<file path="src/core/ssr_pkg.sv">
// Purpose: Constants for the start-up sequencer and synchronous reset pulse block
// Assumes: One system clock at 40 MHz
// Notes: Times are kept in ps with derived cycle counts
package ssr_pkg;
  localparam int unsigned CLK_PERIOD_PS = 25000;
  // Least wait from global reset release to first logic cell clock edge
  localparam int unsigned RST_RECOVERY_PS = 25000;
  localparam int unsigned RST_RECOVERY_CYC_RAW = (RST_RECOVERY_PS + CLK_PERIOD_PS - 1) / CLK_PERIOD_PS;
  localparam logic [3:0] RST_RECOVERY_CYC = (RST_RECOVERY_CYC_RAW < 1) ? 4'h1 : RST_RECOVERY_CYC_RAW[3:0];
  // Flip-flop accepts a clock edge this soon after direct reset release
  localparam int unsigned DIRECT_RST_RECOVERY_PS = 200;
  localparam logic PULSE_Q_RESET = 1'b0;
  localparam logic LATCH_RESET = 1'b1;
  localparam logic [3:0] RECOVERY_CNT_RESET = 4'h0;

  typedef enum logic [3:0] {
    SSR_CONFIG = 4'b0001,
    SSR_ARMED  = 4'b0010,
    SSR_PULSE  = 4'b0100,
    SSR_ACTIVE = 4'b1000
  } ssr_state_e;
endpackage : ssr_pkg

</file>
<file path="src/core/ssr_startup.sv">
// Purpose: Activation of the array after configuration and one clock-aligned global reset pulse
// Assumes: config_clock is sampled as a synchronous input; board pulls the reset line up
// Notes: reset line is modelled as in/out/enable; enable is low while driving
`timescale 1ns/1ps
`default_nettype none
module ssr_startup (
  input wire logic ref_clk,
  input wire logic rst,
  input wire logic config_clock,
  input wire logic config_in_progress_n,
  input wire logic config_done,
  input wire logic osc_bits_loaded,
  input wire logic chain_done_in,
  input wire logic global_reset_n_in,
  output logic global_reset_n_out,
  output logic global_reset_n_oe_n,
  output logic device_active,
  output logic storage_reset,
  output logic io_tristate,
  output logic io_pullup_en,
  output logic logic_eval_en,
  output logic osc_enable,
  output logic logic_cell_clk_en
);
  ssr_pkg::ssr_state_e state_q;
  ssr_pkg::ssr_state_e state_d;
  logic cfg_clk_q;
  logic cfg_clk_rise;
  logic latch_q;
  logic pulse_q;
  logic [3:0] recov_cnt_q;
  logic reset_low;

  // True while the array is still loading and must stay quiet
  function automatic logic in_config(input ssr_pkg::ssr_state_e s);
    return s == ssr_pkg::SSR_CONFIG;
  endfunction : in_config

  // Line level as seen by the chip: external pull-up unless our driver pulls low
  assign reset_low = ~global_reset_n_in;
  assign cfg_clk_rise = config_clock & ~cfg_clk_q;

  always_ff @(posedge ref_clk or posedge rst) begin
    if (rst) begin
      cfg_clk_q <= 1'b0;
    end else begin
      cfg_clk_q <= config_clock;
    end
  end

  // Activation only on a config clock rising edge once chain and device are done
  always_comb begin
    state_d = state_q;
    unique case (state_q)
      ssr_pkg::SSR_CONFIG: begin
        if (config_done && chain_done_in && cfg_clk_rise) begin
          state_d = ssr_pkg::SSR_ARMED;
        end
      end
      ssr_pkg::SSR_ARMED: begin
        if (pulse_q) begin
          state_d = ssr_pkg::SSR_PULSE;
        end
      end
      ssr_pkg::SSR_PULSE: begin
        if (!pulse_q) begin
          state_d = ssr_pkg::SSR_ACTIVE;
        end
      end
      ssr_pkg::SSR_ACTIVE: begin
        state_d = ssr_pkg::SSR_ACTIVE;
      end
    endcase
  end

  always_ff @(posedge ref_clk or posedge rst) begin
    if (rst) begin
      state_q <= ssr_pkg::SSR_CONFIG;
    end else begin
      state_q <= state_d;
    end
  end

  // Set-reset latch: set while strobe low, cleared by pulse flip-flop
  always_ff @(posedge ref_clk or posedge rst) begin
    if (rst) begin
      latch_q <= ssr_pkg::LATCH_RESET;
    end else if (!config_in_progress_n) begin
      latch_q <= 1'b1;
    end else if (pulse_q) begin
      latch_q <= 1'b0;
    end else begin
      latch_q <= latch_q;
    end
  end

  // Pulse flip-flop: held low during configuration and by the low line
  // Only the armed state may load it, so a stray strobe later cannot pulse again
  always_ff @(posedge ref_clk or posedge rst) begin
    if (rst) begin
      pulse_q <= ssr_pkg::PULSE_Q_RESET;
    end else if (in_config(state_q) || reset_low) begin
      pulse_q <= 1'b0;
    end else begin
      pulse_q <= latch_q & (state_q == ssr_pkg::SSR_ARMED);
    end
  end

  // Data level of the line driver; drops low on the first clock after reset and stays there, so only the enable moves after that
  always_ff @(posedge ref_clk or posedge rst) begin
    if (rst) begin
      global_reset_n_out <= 1'b1;
    end else begin
      global_reset_n_out <= 1'b0;
    end
  end

  // Driver enabled for the one cycle in which the pulse flip-flop is high
  always_ff @(posedge ref_clk or posedge rst) begin
    if (rst) begin
      global_reset_n_oe_n <= 1'b1;
    end else begin
      global_reset_n_oe_n <= ~(latch_q & ~pulse_q & (state_q == ssr_pkg::SSR_ARMED)
                               & ~reset_low);
    end
  end

  // Recovery count after line release before logic cells may be clocked
  always_ff @(posedge ref_clk or posedge rst) begin
    if (rst) begin
      recov_cnt_q <= ssr_pkg::RECOVERY_CNT_RESET;
    end else if (reset_low || state_q != ssr_pkg::SSR_ACTIVE) begin
      recov_cnt_q <= ssr_pkg::RECOVERY_CNT_RESET;
    end else if (recov_cnt_q < ssr_pkg::RST_RECOVERY_CYC) begin
      recov_cnt_q <= recov_cnt_q + 4'h1;
    end
  end

  // Active flag, storage reset and I/O controls wake together on the activation edge; logic cell clocks wait for recovery
  always_ff @(posedge ref_clk or posedge rst) begin
    if (rst) begin
      device_active <= 1'b0;
    end else begin
      device_active <= ~in_config(state_d);
    end
  end

  always_ff @(posedge ref_clk or posedge rst) begin
    if (rst) begin
      storage_reset <= 1'b1;
    end else begin
      storage_reset <= in_config(state_d);
    end
  end

  always_ff @(posedge ref_clk or posedge rst) begin
    if (rst) begin
      io_tristate <= 1'b1;
    end else begin
      io_tristate <= in_config(state_d);
    end
  end

  always_ff @(posedge ref_clk or posedge rst) begin
    if (rst) begin
      io_pullup_en <= 1'b1;
    end else begin
      io_pullup_en <= in_config(state_d);
    end
  end

  // Logic cells stay unclocked until the released line has had time to settle
  always_ff @(posedge ref_clk or posedge rst) begin
    if (rst) begin
      logic_cell_clk_en <= 1'b0;
    end else begin
      logic_cell_clk_en <= (state_q == ssr_pkg::SSR_ACTIVE) && !reset_low
                           && (recov_cnt_q >= ssr_pkg::RST_RECOVERY_CYC);
    end
  end

  // Combinational logic comes alive while configuration is still running
  always_ff @(posedge ref_clk or posedge rst) begin
    if (rst) begin
      logic_eval_en <= 1'b0;
    end else begin
      logic_eval_en <= 1'b1;
    end
  end

  // Oscillator starts as soon as its own bits are in, and keeps running
  always_ff @(posedge ref_clk or posedge rst) begin
    if (rst) begin
      osc_enable <= 1'b0;
    end else begin
      osc_enable <= osc_enable | osc_bits_loaded;
    end
  end
endmodule : ssr_startup
`default_nettype wire

</file>
<file path="config.mk">
export PLATFORM = sky130hd
export DESIGN_NAME = ssr_startup
export DESIGN_NICKNAME = d
export VERILOG_FILES = /design/src/core/ssr_pkg.sv /design/src/core/ssr_startup.sv
export SDC_FILE = /design/constraint.sdc
export NUM_CORES = 1
export LEC_CHECK = 0
export ABC_AREA = 1
export BUFFER_PORTS_ARGS = -buffer_cell sky130_fd_sc_hd__buf_2
export CAP_MARGIN = 20
export CORE_MARGIN = 4
export CORE_UTILIZATION = 55
export CTS_CLUSTER_DIAMETER = 120
export DETAILED_ROUTE_END_ITERATION = 16
export PLACE_DENSITY = 0.77
export SLEW_MARGIN = 20
export SYNTH_ARGS = -nofsm -noshare
export SYNTH_HDL_FRONTEND = slang
export SYNTH_SLANG_ARGS = --single-unit
</file>
<file path="constraint.sdc">
create_clock -name ref_clk -period 3.6 [get_ports ref_clk]
set_input_delay 0.54 -clock ref_clk [delete_from_list [all_inputs] [get_ports ref_clk]]
set_output_delay 0.54 -clock ref_clk [all_outputs]
set_load 0.02 [all_outputs]
</file>
==> impl_metrics.ini, run 1 <==
[power_and_ir_drop]
swShare_pct = 30.2
p_leak_nw = 0.479
p_seq_share_pct = 50.3
p_clk_share_pct = 27.1
peakVddDrop_mv = 0.341
p_sw_mw = 0.138
combPwrFrac_pct = 22.6
p_per_area_nw_per_um2 = 460
p_int_mw = 0.319

[critical_path]
endpoint = io_pullup_en
cp.depth = 1
setup.worst_path.start = io_pullup_en$_DFF_PP1_
reg2reg_setup_slack_ns = 2.27
critPathBufInv = 1
r2r-end = device_active$_DFF_PP0_
start_kind = register
critical_path_peak_fanout = 3
reg2reg_from = state_q[0]$_DFF_PP1_
crit_chain = buf_2
worstRegToRegCells = 7
cp_slowest_cell = dfstp_2
cp_top_family = flip-flops
path_class = reg2out
cp.required_ns = 3.06
end_kind = output port
cp_data_arrival_time_ns = 0.99
slowest_delay_ns = 0.54

[finish]
drive_gt1_share_pct = 31.7
n_antenna_cell = 0
multi_input_area_sq_um = 335
final_cells = 136
nFillCells = 137
seqCellArea_sq_um = 457
layout.nets = 132
final_core_util_pct = 66.1
areaGrowthSynthToFinish_pct = 13.9

[logic_synthesis]
yosysTopAreaCell = dfrtp_1
synthArstFlopShare_pct = 100
syn_inst = 102
avgSynthCellArea_sq_um = 8.57
netlist_area_sq_um = 875
synth_top_flop_cell = dfrtp_1
synth_commonest_cells = nor2_1 (20), inv_1 (16), dfrtp_1 (13)
yosysSeqAreaShare_pct = 52.2
yosysMostFrequentCell = nor2_1
synth_area_leaders = dfrtp_1 (37%), dfstp_2 (15%), nor2_1 (8.6%)
syn_nets = 113
ys_seq_elements = 18
synthDistinctLibCells = 20
yosys.area.top_type_share_pct = 37.2
synth-edff-count = 0
yosysWarningCount = 0

[clock_network]
clk_pin_slew_ns = 0.10
cts-buffers-inserted = 3
cts_resized = 0
cts_tree = yes
root_buffer = clkbuf_4
numClockSinks = 18
cts_buffer_depth = 2
clock_insertion_delay_worst_skew_ns = 0.29
htreeDepth = 1
cts_setup_buffers = 0
cts_hold_buffers = 0

[floorplan]
die_y_um = 47.9
initial_core_util_pct = 58.1
rows = 14
dieArea_sq_um = 2290
fp.dieW_um = 47.9
ios = 17
core_area_sq_um = 1510

[timing]
rsz0062_at_grt = false
period_share_pct = 42.6
fin_skew_ns = 0.00427
hold_violations = 0
min_period_ns = 1.53
fmax_mhz = 653
tns_ns = 0
finalSetupViolations = 0
timing.slew.headroom_pct = 57.3
fin_hold_ws_ns = 0.310
slew_violations = 0
tightest_slew_ns = 0.640

[grt]
grt_overflow = 0
antenna_found_initial = 0
grt_pass1_wl_mm = 2.49
grt.total_usage_pct = 15.7
grt_pass1_vias = 641
grt_max_degree = 19

[hold_path]
worst_hold_path_type = in2async

[flow_run]
drv.max_cap_violation_count = 0

[drt]
vias = 683
drtAntennaViolNets = 0
drtIter0Drc = 15
drt-pass1-iter-count = 4
wl_per_cell_um = 11.5
routed_wl_mm = 1.57
vias_per_cell = 5.02
drc = 0

[placement]
dp.cells = 132
place.port_buffers = 16
dpl.hpwl_mm = 1.24
gp_congestion = 0.898

[status]
outcome = finished, final reports clean
-- power groups by stage --
| stage | combinational [mW] | sequential (mW) | clock (mW) |
|---|---|---|---|
| 2_1_floorplan | 0.0683 | 0.240 | 0 |
| 3_3_place_gp | 0.0951 | 0.233 | 0 |
| 3_5_place_dp | 0.102 | 0.234 | 0 |
| 4_1_cts | 0.105 | 0.230 | 0.128 |
| 5_1_grt | 0.118 | 0.232 | 0.134 |
| 6_report | 0.103 | 0.230 | 0.124 |
-- metrics by stage --
step	area (sq um)	power, mW	setup slack (ns)
after floorplan	875	0.308	2.33
after global placement	960	0.328	2.22
after global routing	996	0.485	2.02
after detailed placement	960	0.337	2.18
after CTS	996	0.463	2.05
final	996	0.458	2.07
-- cells in the final DEF, fill, tap and decap left out, drive strengths merged --
cell | netlist | routed
nor2 | 27 | 27
buf | 2 | 16
o21ai | 2 | 2
nand4 | 1 | 1
a21oi | 2 | 2
clkbuf | 0 | 4
ha | 3 | 3
dfrtp | 13 | 13
or2 | 1 | 1
conb | 2 | 2
dfstp | 5 | 5
nand2 | 13 | 13
a211oi | 1 | 1
nand3 | 12 | 12
inv | 18 | 18
-- sequential cells by signal (all words and copies together) (netlist names) --
name and cells:
recov_cnt_q 4, state_q 4, cfg_clk_q 1, device_active 1, global_reset_n_oe_n 1, global_reset_n_out 1
io_pullup_en 1, latch_q 1, logic_cell_clk_en 1, logic_eval_en 1, osc_enable 1, pulse_q 1
-- layout make-up --
| cell class | count | share of cell area [%] |
|---|---|---|
| clock buffer | 4 | 3.64 |
| inverter | 18 | 6.78 |
| sequential | 18 | 45.9 |
| multi-input combinational | 64 | 33.7 |
| tap | 16 | 2.01 |
| timing repair buffer | 16 | 8.04 |
-- per-layer routing --
| metal | track usage [%] | vias up | routed length [um] |
|---|---|---|---|
| li1 | - | 344 | - |
| met1 | 19.7 | 315 | 663 |
| met2 | 26.6 | 22 | 794 |
| met3 | 2.63 | 2 | 91 |
| met4 | 6.45 | 0 | 17 |
| met5 | 0 | - | 0 |
-- how the worst min path moves through the flow --
stage / start / end / slack, ns / cells after the start
after global placement: osc_enable$_DFF_PP0_ / osc_enable$_DFF_PP0_ / 0.45 / 1
after floorplan: latch_q$_DFFE_PP1P_ / latch_q$_DFFE_PP1P_ / 0.45 / 2
final: rst / pulse_q$_DFF_PP0_ / 0.31 / 2
after global routing: config_clock / cfg_clk_q$_DFF_PP0_ / 0.36 / 1
after CTS: rst / pulse_q$_DFF_PP0_ / 0.33 / 2
after detailed placement: osc_enable$_DFF_PP0_ / osc_enable$_DFF_PP0_ / 0.44 / 1
-- cells by family (layout without fill, tap and decap cells) --
kind of cell / Yosys count / after routing / share of synthesized area (%)
AND/OR/NAND/NOR: 54 / 54 / 29.5
adder cells (fa/ha/maj): 3 / 3 / 4.29
other: 2 / 2 / 0.859
flip-flops: 18 / 18 / 52.2
buffers and inverters: 20 / 38 / 9.44
AO/OA/AOI/OAI: 5 / 5 / 3.72
Power figures use the tool's default switching activity.
==> run 2, diff against run 1 <==
--- a/config.mk
+++ b/config.mk
@@ -9,10 +9,10 @@
 export BUFFER_PORTS_ARGS = -buffer_cell sky130_fd_sc_hd__buf_2
 export CAP_MARGIN = 20
 export CORE_MARGIN = 4
-export CORE_UTILIZATION = 55
+export CORE_UTILIZATION = 47
 export CTS_CLUSTER_DIAMETER = 120
 export DETAILED_ROUTE_END_ITERATION = 16
-export PLACE_DENSITY = 0.77
+export PLACE_DENSITY = 0.69
 export SLEW_MARGIN = 20
 export SYNTH_ARGS = -nofsm -noshare
 export SYNTH_HDL_FRONTEND = slang
==> constraint.sdc (replaced) <==
create_clock -name ref_clk -period 1.3 [get_ports ref_clk]
set_input_delay 0.195 -clock ref_clk [delete_from_list [all_inputs] [get_ports ref_clk]]
set_output_delay 0.195 -clock ref_clk [all_outputs]
set_load 0.02 [all_outputs]
==> run 2 against run 1 <==
Net effect: clock power grew to 2.8 times the previous value; sequential power grew to 2.8 times the previous value; clock skew is 0.0030 ns higher; core utilization is 4.9 points lower; critical path depth is 7 higher; worst hold slack worse by 0.24 ns; clock-buffer cell count stayed put; non-clock buffer count is 5 higher; largest cell class unchanged; highest routed layer unchanged.
==> impl_metrics.ini, run 2 (synthesized netlist as in run 1, its figures left out) <==
[status]
outcome = finished, final reports clean

[timing]
min_period_ns = 1.27
slew_violations = 0
hold_violations = 0
period_share_pct = 98.1
fmax_mhz = 784
tns_ns = 0
finalSetupViolations = 0
fin_hold_ws_ns = 0.0669
fin_skew_ns = 0.00727

[drt]
drtAntennaViolNets = 0
drt-pass1-iter-count = 4
routed_wl_mm = 1.64
drc = 0
vias_per_cell = 4.72
drtIter0Drc = 15
vias = 708
wl_per_cell_um = 10.9

[finish]
drive_gt1_share_pct = 37.6
final_cell_mix = nor2_1 (17), buf_2 (16), inv_1 (15)
nFillCells = 159
multi_input_area_sq_um = 350
layout.nets = 137
seqCellArea_sq_um = 458
n_antenna_cell = 0
areaGrowthSynthToFinish_pct = 22.2
top_regs = recov_cnt_q: 4 flops, state_q: 4 flops
final_common_cell = nor2_1

[clock_network]
cts_tree = yes
root_buffer = clkbuf_4
clk_pin_slew_ns = 0.11
clock_insertion_delay_worst_skew_ns = 0.30
numClockSinks = 18
htreeDepth = 1
cts_buffer_depth = 2
cts-buffers-inserted = 3

[power_and_ir_drop]
p_leak_nw = 0.504
peakVddDrop_mv = 0.786
p_per_area_nw_per_um2 = 1200

[floorplan]
die_y_um = 51.1
rows = 15
dieArea_sq_um = 2610
initial_core_util_pct = 50.1
ios = 17
fp.dieW_um = 51.1
core_area_sq_um = 1750

[critical_path]
path_class = reg2reg
cp_data_arrival_time_ns = 1.52
worstRegToRegCells = 8
end_kind = register
start_kind = register
cp.required_ns = 1.55
critical_path_peak_fanout = 3

[hold_path]
hold_path_depth = 2
worst_hold_path_type = in2reg

[placement]
place.port_buffers = 16
dpl.hpwl_mm = 1.18
gp_congestion = 0.796

[grt]
grt_pass1_wl_mm = 2.64
antenna_found_initial = 0
grt_pass1_vias = 649
grt_max_degree = 19
grt.total_usage_pct = 13.8
grt_overflow = 0

[flow_run]
drv.max_cap_violation_count = 0
[run 2: cell count changes in the layout (fill, tap and decap cells not counted), sizes merged]
cell         before  now
buf              16   18
dlygate4sd3       0    3
[run 2: through the flow]
stage | total power, mW | instances | util (%) | setup WS [ns] | area [sq um]
after global routing | 1.37 | 150 | 61.2 | -0.0377 | 1070
after floorplan | 0.854 | 102 | - | 0.149 | 875
after detailed placement | 0.927 | 142 | 56.1 | 0.0715 | 978
final | 1.29 | 150 | 61.2 | 0.0251 | 1070
after global placement | 0.912 | 142 | 56.1 | 0.116 | 978
after CTS | 1.29 | 148 | 59.3 | 0.0418 | 1030
[run 2: repair_timing]
item / in CTS / in global routing
gates resized for setup: 0 / 7
setup endpoints to repair: 0 / 2
setup buffers: 0 / 1
hold buffers: 2 / 1
hold endpoints to repair: 14 / 1
[run 2: layout make-up]
| type | instances | share of cell area [%] |
|---|---|---|
| multi-input combinational | 64 | 32.8 |
| clock buffer | 4 | 3.40 |
| tap | 25 | 2.93 |
| inverter | 18 | 6.32 |
| sequential | 18 | 42.9 |
| timing repair buffer | 21 | 11.7 |
[run 2: critical path, stage by stage, from the launching register on]
cell and delay [ns]:
dfstp_2 0.55, inv_1 0.06, nand2_2 0.08, nor2_2 0.04
nor2_2 0.12, buf_4 0.12, nand3_1 0.07, nand3_1 0.11
nor2_1 0.06
[run 2: worst paths after layout]
kind | from | endpoint | slack [ns]
worst min register to register | osc_enable$_DFF_PP0_ | osc_enable$_DFF_PP0_ | 0.48
min in group asynchronous | rst | state_q[2]$_DFF_PP0_ | 0.44
worst max register to register | state_q[0]$_DFF_PP1_ | io_pullup_en$_DFF_PP1_ | 0.03
max in group asynchronous | rst | global_reset_n_oe_n$_DFF_PP1_ | 0.61
worst min-delay path | global_reset_n_in | global_reset_n_oe_n$_DFF_PP1_ | 0.07
worst max-delay path | state_q[0]$_DFF_PP1_ | io_pullup_en$_DFF_PP1_ | 0.03
[run 2: where the power goes]
part | internal (mW) | leakage, nW | switching [mW]
Sequential | 0.612 | 0.209 | 0.0233
Combinational | 0.117 | 0.274 | 0.184
Clock | 0.171 | 0.0210 | 0.181
Total | 0.899 | 0.504 | 0.388
[run 2: per-layer routing]
metal,track usage [%],wire [um],part of all wire (%),vias up
li1,-,-,-,350
met1,16.8,738,45,326
met2,21.9,753,46,27
met3,3.50,103,6.3,5
met4,8.07,42,2.6,0
met5,0,0,0,-
==> run 3, diff against run 2 <==
--- a/config.mk
+++ b/config.mk
@@ -12,7 +12,8 @@
 export CORE_UTILIZATION = 47
 export CTS_CLUSTER_DIAMETER = 120
 export DETAILED_ROUTE_END_ITERATION = 16
-export PLACE_DENSITY = 0.69
+export MAX_ROUTING_LAYER = met4
+export PLACE_DENSITY = 0.78
 export SLEW_MARGIN = 20
 export SYNTH_ARGS = -nofsm -noshare
 export SYNTH_HDL_FRONTEND = slang
==> run 3 against run 2 <==
Net effect: critical path depth is 1 lower; fmax is 1.1% higher; clock power is 2% lower; critical path type unchanged; largest power group unchanged.
==> impl_metrics.ini, run 3 (synthesized netlist as in run 1, its figures left out) <==
[status]
outcome = finished, final reports clean

[clock_network]
cts-buffers-inserted = 3
clk_pin_slew_ns = 0.11
htreeDepth = 1
cts_tree = yes
clock_insertion_delay_worst_skew_ns = 0.30
cts_buffer_depth = 2
numClockSinks = 18
root_buffer = clkbuf_4

[hold_path]
hold_path_depth = 2
holdPathEnd = latch_q$_DFFE_PP1P_
worst_hold_path_type = in2reg
hp-start = config_in_progress_n

[grt]
grt_max_degree = 19
grt_pass1_wl_mm = 3.02
grtUsageMet2_pct = 26.8
grt_overflow = 0
gr-usage-met1_pct = 17.2
grt_pass1_vias = 707
antenna_found_initial = 0
grt.busiest_layer = met2
gr-usage-met3_pct = 5.83
grt.total_usage_pct = 16.0

[drt]
wl_per_cell_um = 12.2
drt-pass1-iter-count = 6
vias = 728
drtAntennaViolNets = 0
routed_wl_mm = 1.80
vias_per_cell = 4.92
drtIter0Drc = 22
drc = 0

[floorplan]
fp.dieW_um = 51.1
core_area_sq_um = 1750
initial_core_util_pct = 50.1
ios = 17
die_y_um = 51.1
rows = 15
dieArea_sq_um = 2610

[critical_path]
path_class = reg2reg
reg2reg_setup_slack_ns = 0.04
end_kind = register
cp_data_arrival_time_ns = 1.45
cp.required_ns = 1.49
reg2reg_from = state_q[0]$_DFF_PP1_
r2r-end = device_active$_DFF_PP0_
worstRegToRegCells = 7
start_kind = register
critical_path_peak_fanout = 3

[finish]
final_core_util_pct = 60.1
final_common_cell = nor2_1
drive_gt1_share_pct = 35.8
areaGrowthSynthToFinish_pct = 19.9
layout.nets = 135
final_cells = 148
postLayoutCellArea_sq_um = 1050
final_cell_mix = nor2_1 (18), inv_1 (16), buf_2 (16)
n_antenna_cell = 0
top_regs = recov_cnt_q: 4 flops, state_q: 4 flops

[placement]
dp.cells = 142
place_area_sq_um = 978
dpl.hpwl_mm = 1.27
gp_congestion = 0.969
place.port_buffers = 16

[timing]
finalSetupViolations = 0
fmax_mhz = 793
period_share_pct = 97.0
hold_violations = 0
fin_skew_ns = 0.00730
rsz0062_at_grt = true
min_period_ns = 1.26
slew_violations = 0

[power_and_ir_drop]
p_leak_nw = 0.498
p_per_area_nw_per_um2 = 1220
peakVddDrop_mv = 0.826

[flow_run]
drv.max_cap_violation_count = 0
[run 3: routing by layer]
layer | up-vias | routed length, um
met1 | 344 | 673
met4 | 0 | 50
li1 | 348 | -
met5 | - | 0
met3 | 6 | 131
met2 | 30 | 950
[run 3: power breakdown]
part	leakage, nW	internal [mW]	switching [mW]	total, mW
clock	0.0210	0.171	0.175	0.345
sequential	0.209	0.612	0.0238	0.635
combinational	0.269	0.116	0.188	0.304
[run 3: how the worst max path moves through the flow]
stage | start | to | slack, ns | cells past startpoint
after detailed placement | state_q[0]$_DFF_PP1_ | device_active$_DFF_PP0_ | 0.02 | 7
after floorplan | state_q[0]$_DFF_PP1_ | device_active$_DFF_PP0_ | 0.15 | 7
after global routing | state_q[0]$_DFF_PP1_ | device_active$_DFF_PP0_ | -0.05 | 7
after global placement | state_q[0]$_DFF_PP1_ | device_active$_DFF_PP0_ | 0.12 | 7
after CTS | state_q[0]$_DFF_PP1_ | device_active$_DFF_PP0_ | 0.002 | 7
final | state_q[0]$_DFF_PP1_ | device_active$_DFF_PP0_ | 0.04 | 7
[run 3: area by class of cell]
type                       instances  area [sq um]
inverter                          18          67.6
tap                               25          31.3
timing repair buffer              19           105
sequential                        18           458
multi-input combinational         64           350
clock buffer                       4          36.3
fill                             172           697
[run 3: stage by stage]
step / setup TNS (ns) / power [mW] / hold WS (ns) / setup slack (ns)
floorplan: 0 / 0.854 / 0.130 / 0.149
global placement: 0 / 0.908 / 0.214 / 0.124
detailed placement: 0 / 0.938 / 0.219 / 0.0207
CTS: 0 / 1.28 / 0.00313 / 0.00201
global route: -0.0849 / 1.37 / 0.0148 / -0.0525
finish: 0 / 1.28 / 0.0139 / 0.0391
[run 3: critical path: stages, from the launching register on]
cell,delay (ns)
dfstp_2,0.54
inv_1,0.06
nand2_1,0.08
nor2_1,0.06
nor2_2,0.18
nor2_2,0.06
nor2_2,0.10
nand3_1,0.08
[run 3: repair_timing]
| action | in CTS | in global routing |
|---|---|---|
| endpoints found under the hold margin | 13 | 0 |
| buffers inserted | 0 | 1 |
| setup endpoints to repair | 0 | 4 |
| hold buffers | 1 | 0 |
| resized for setup | 0 | 5 |
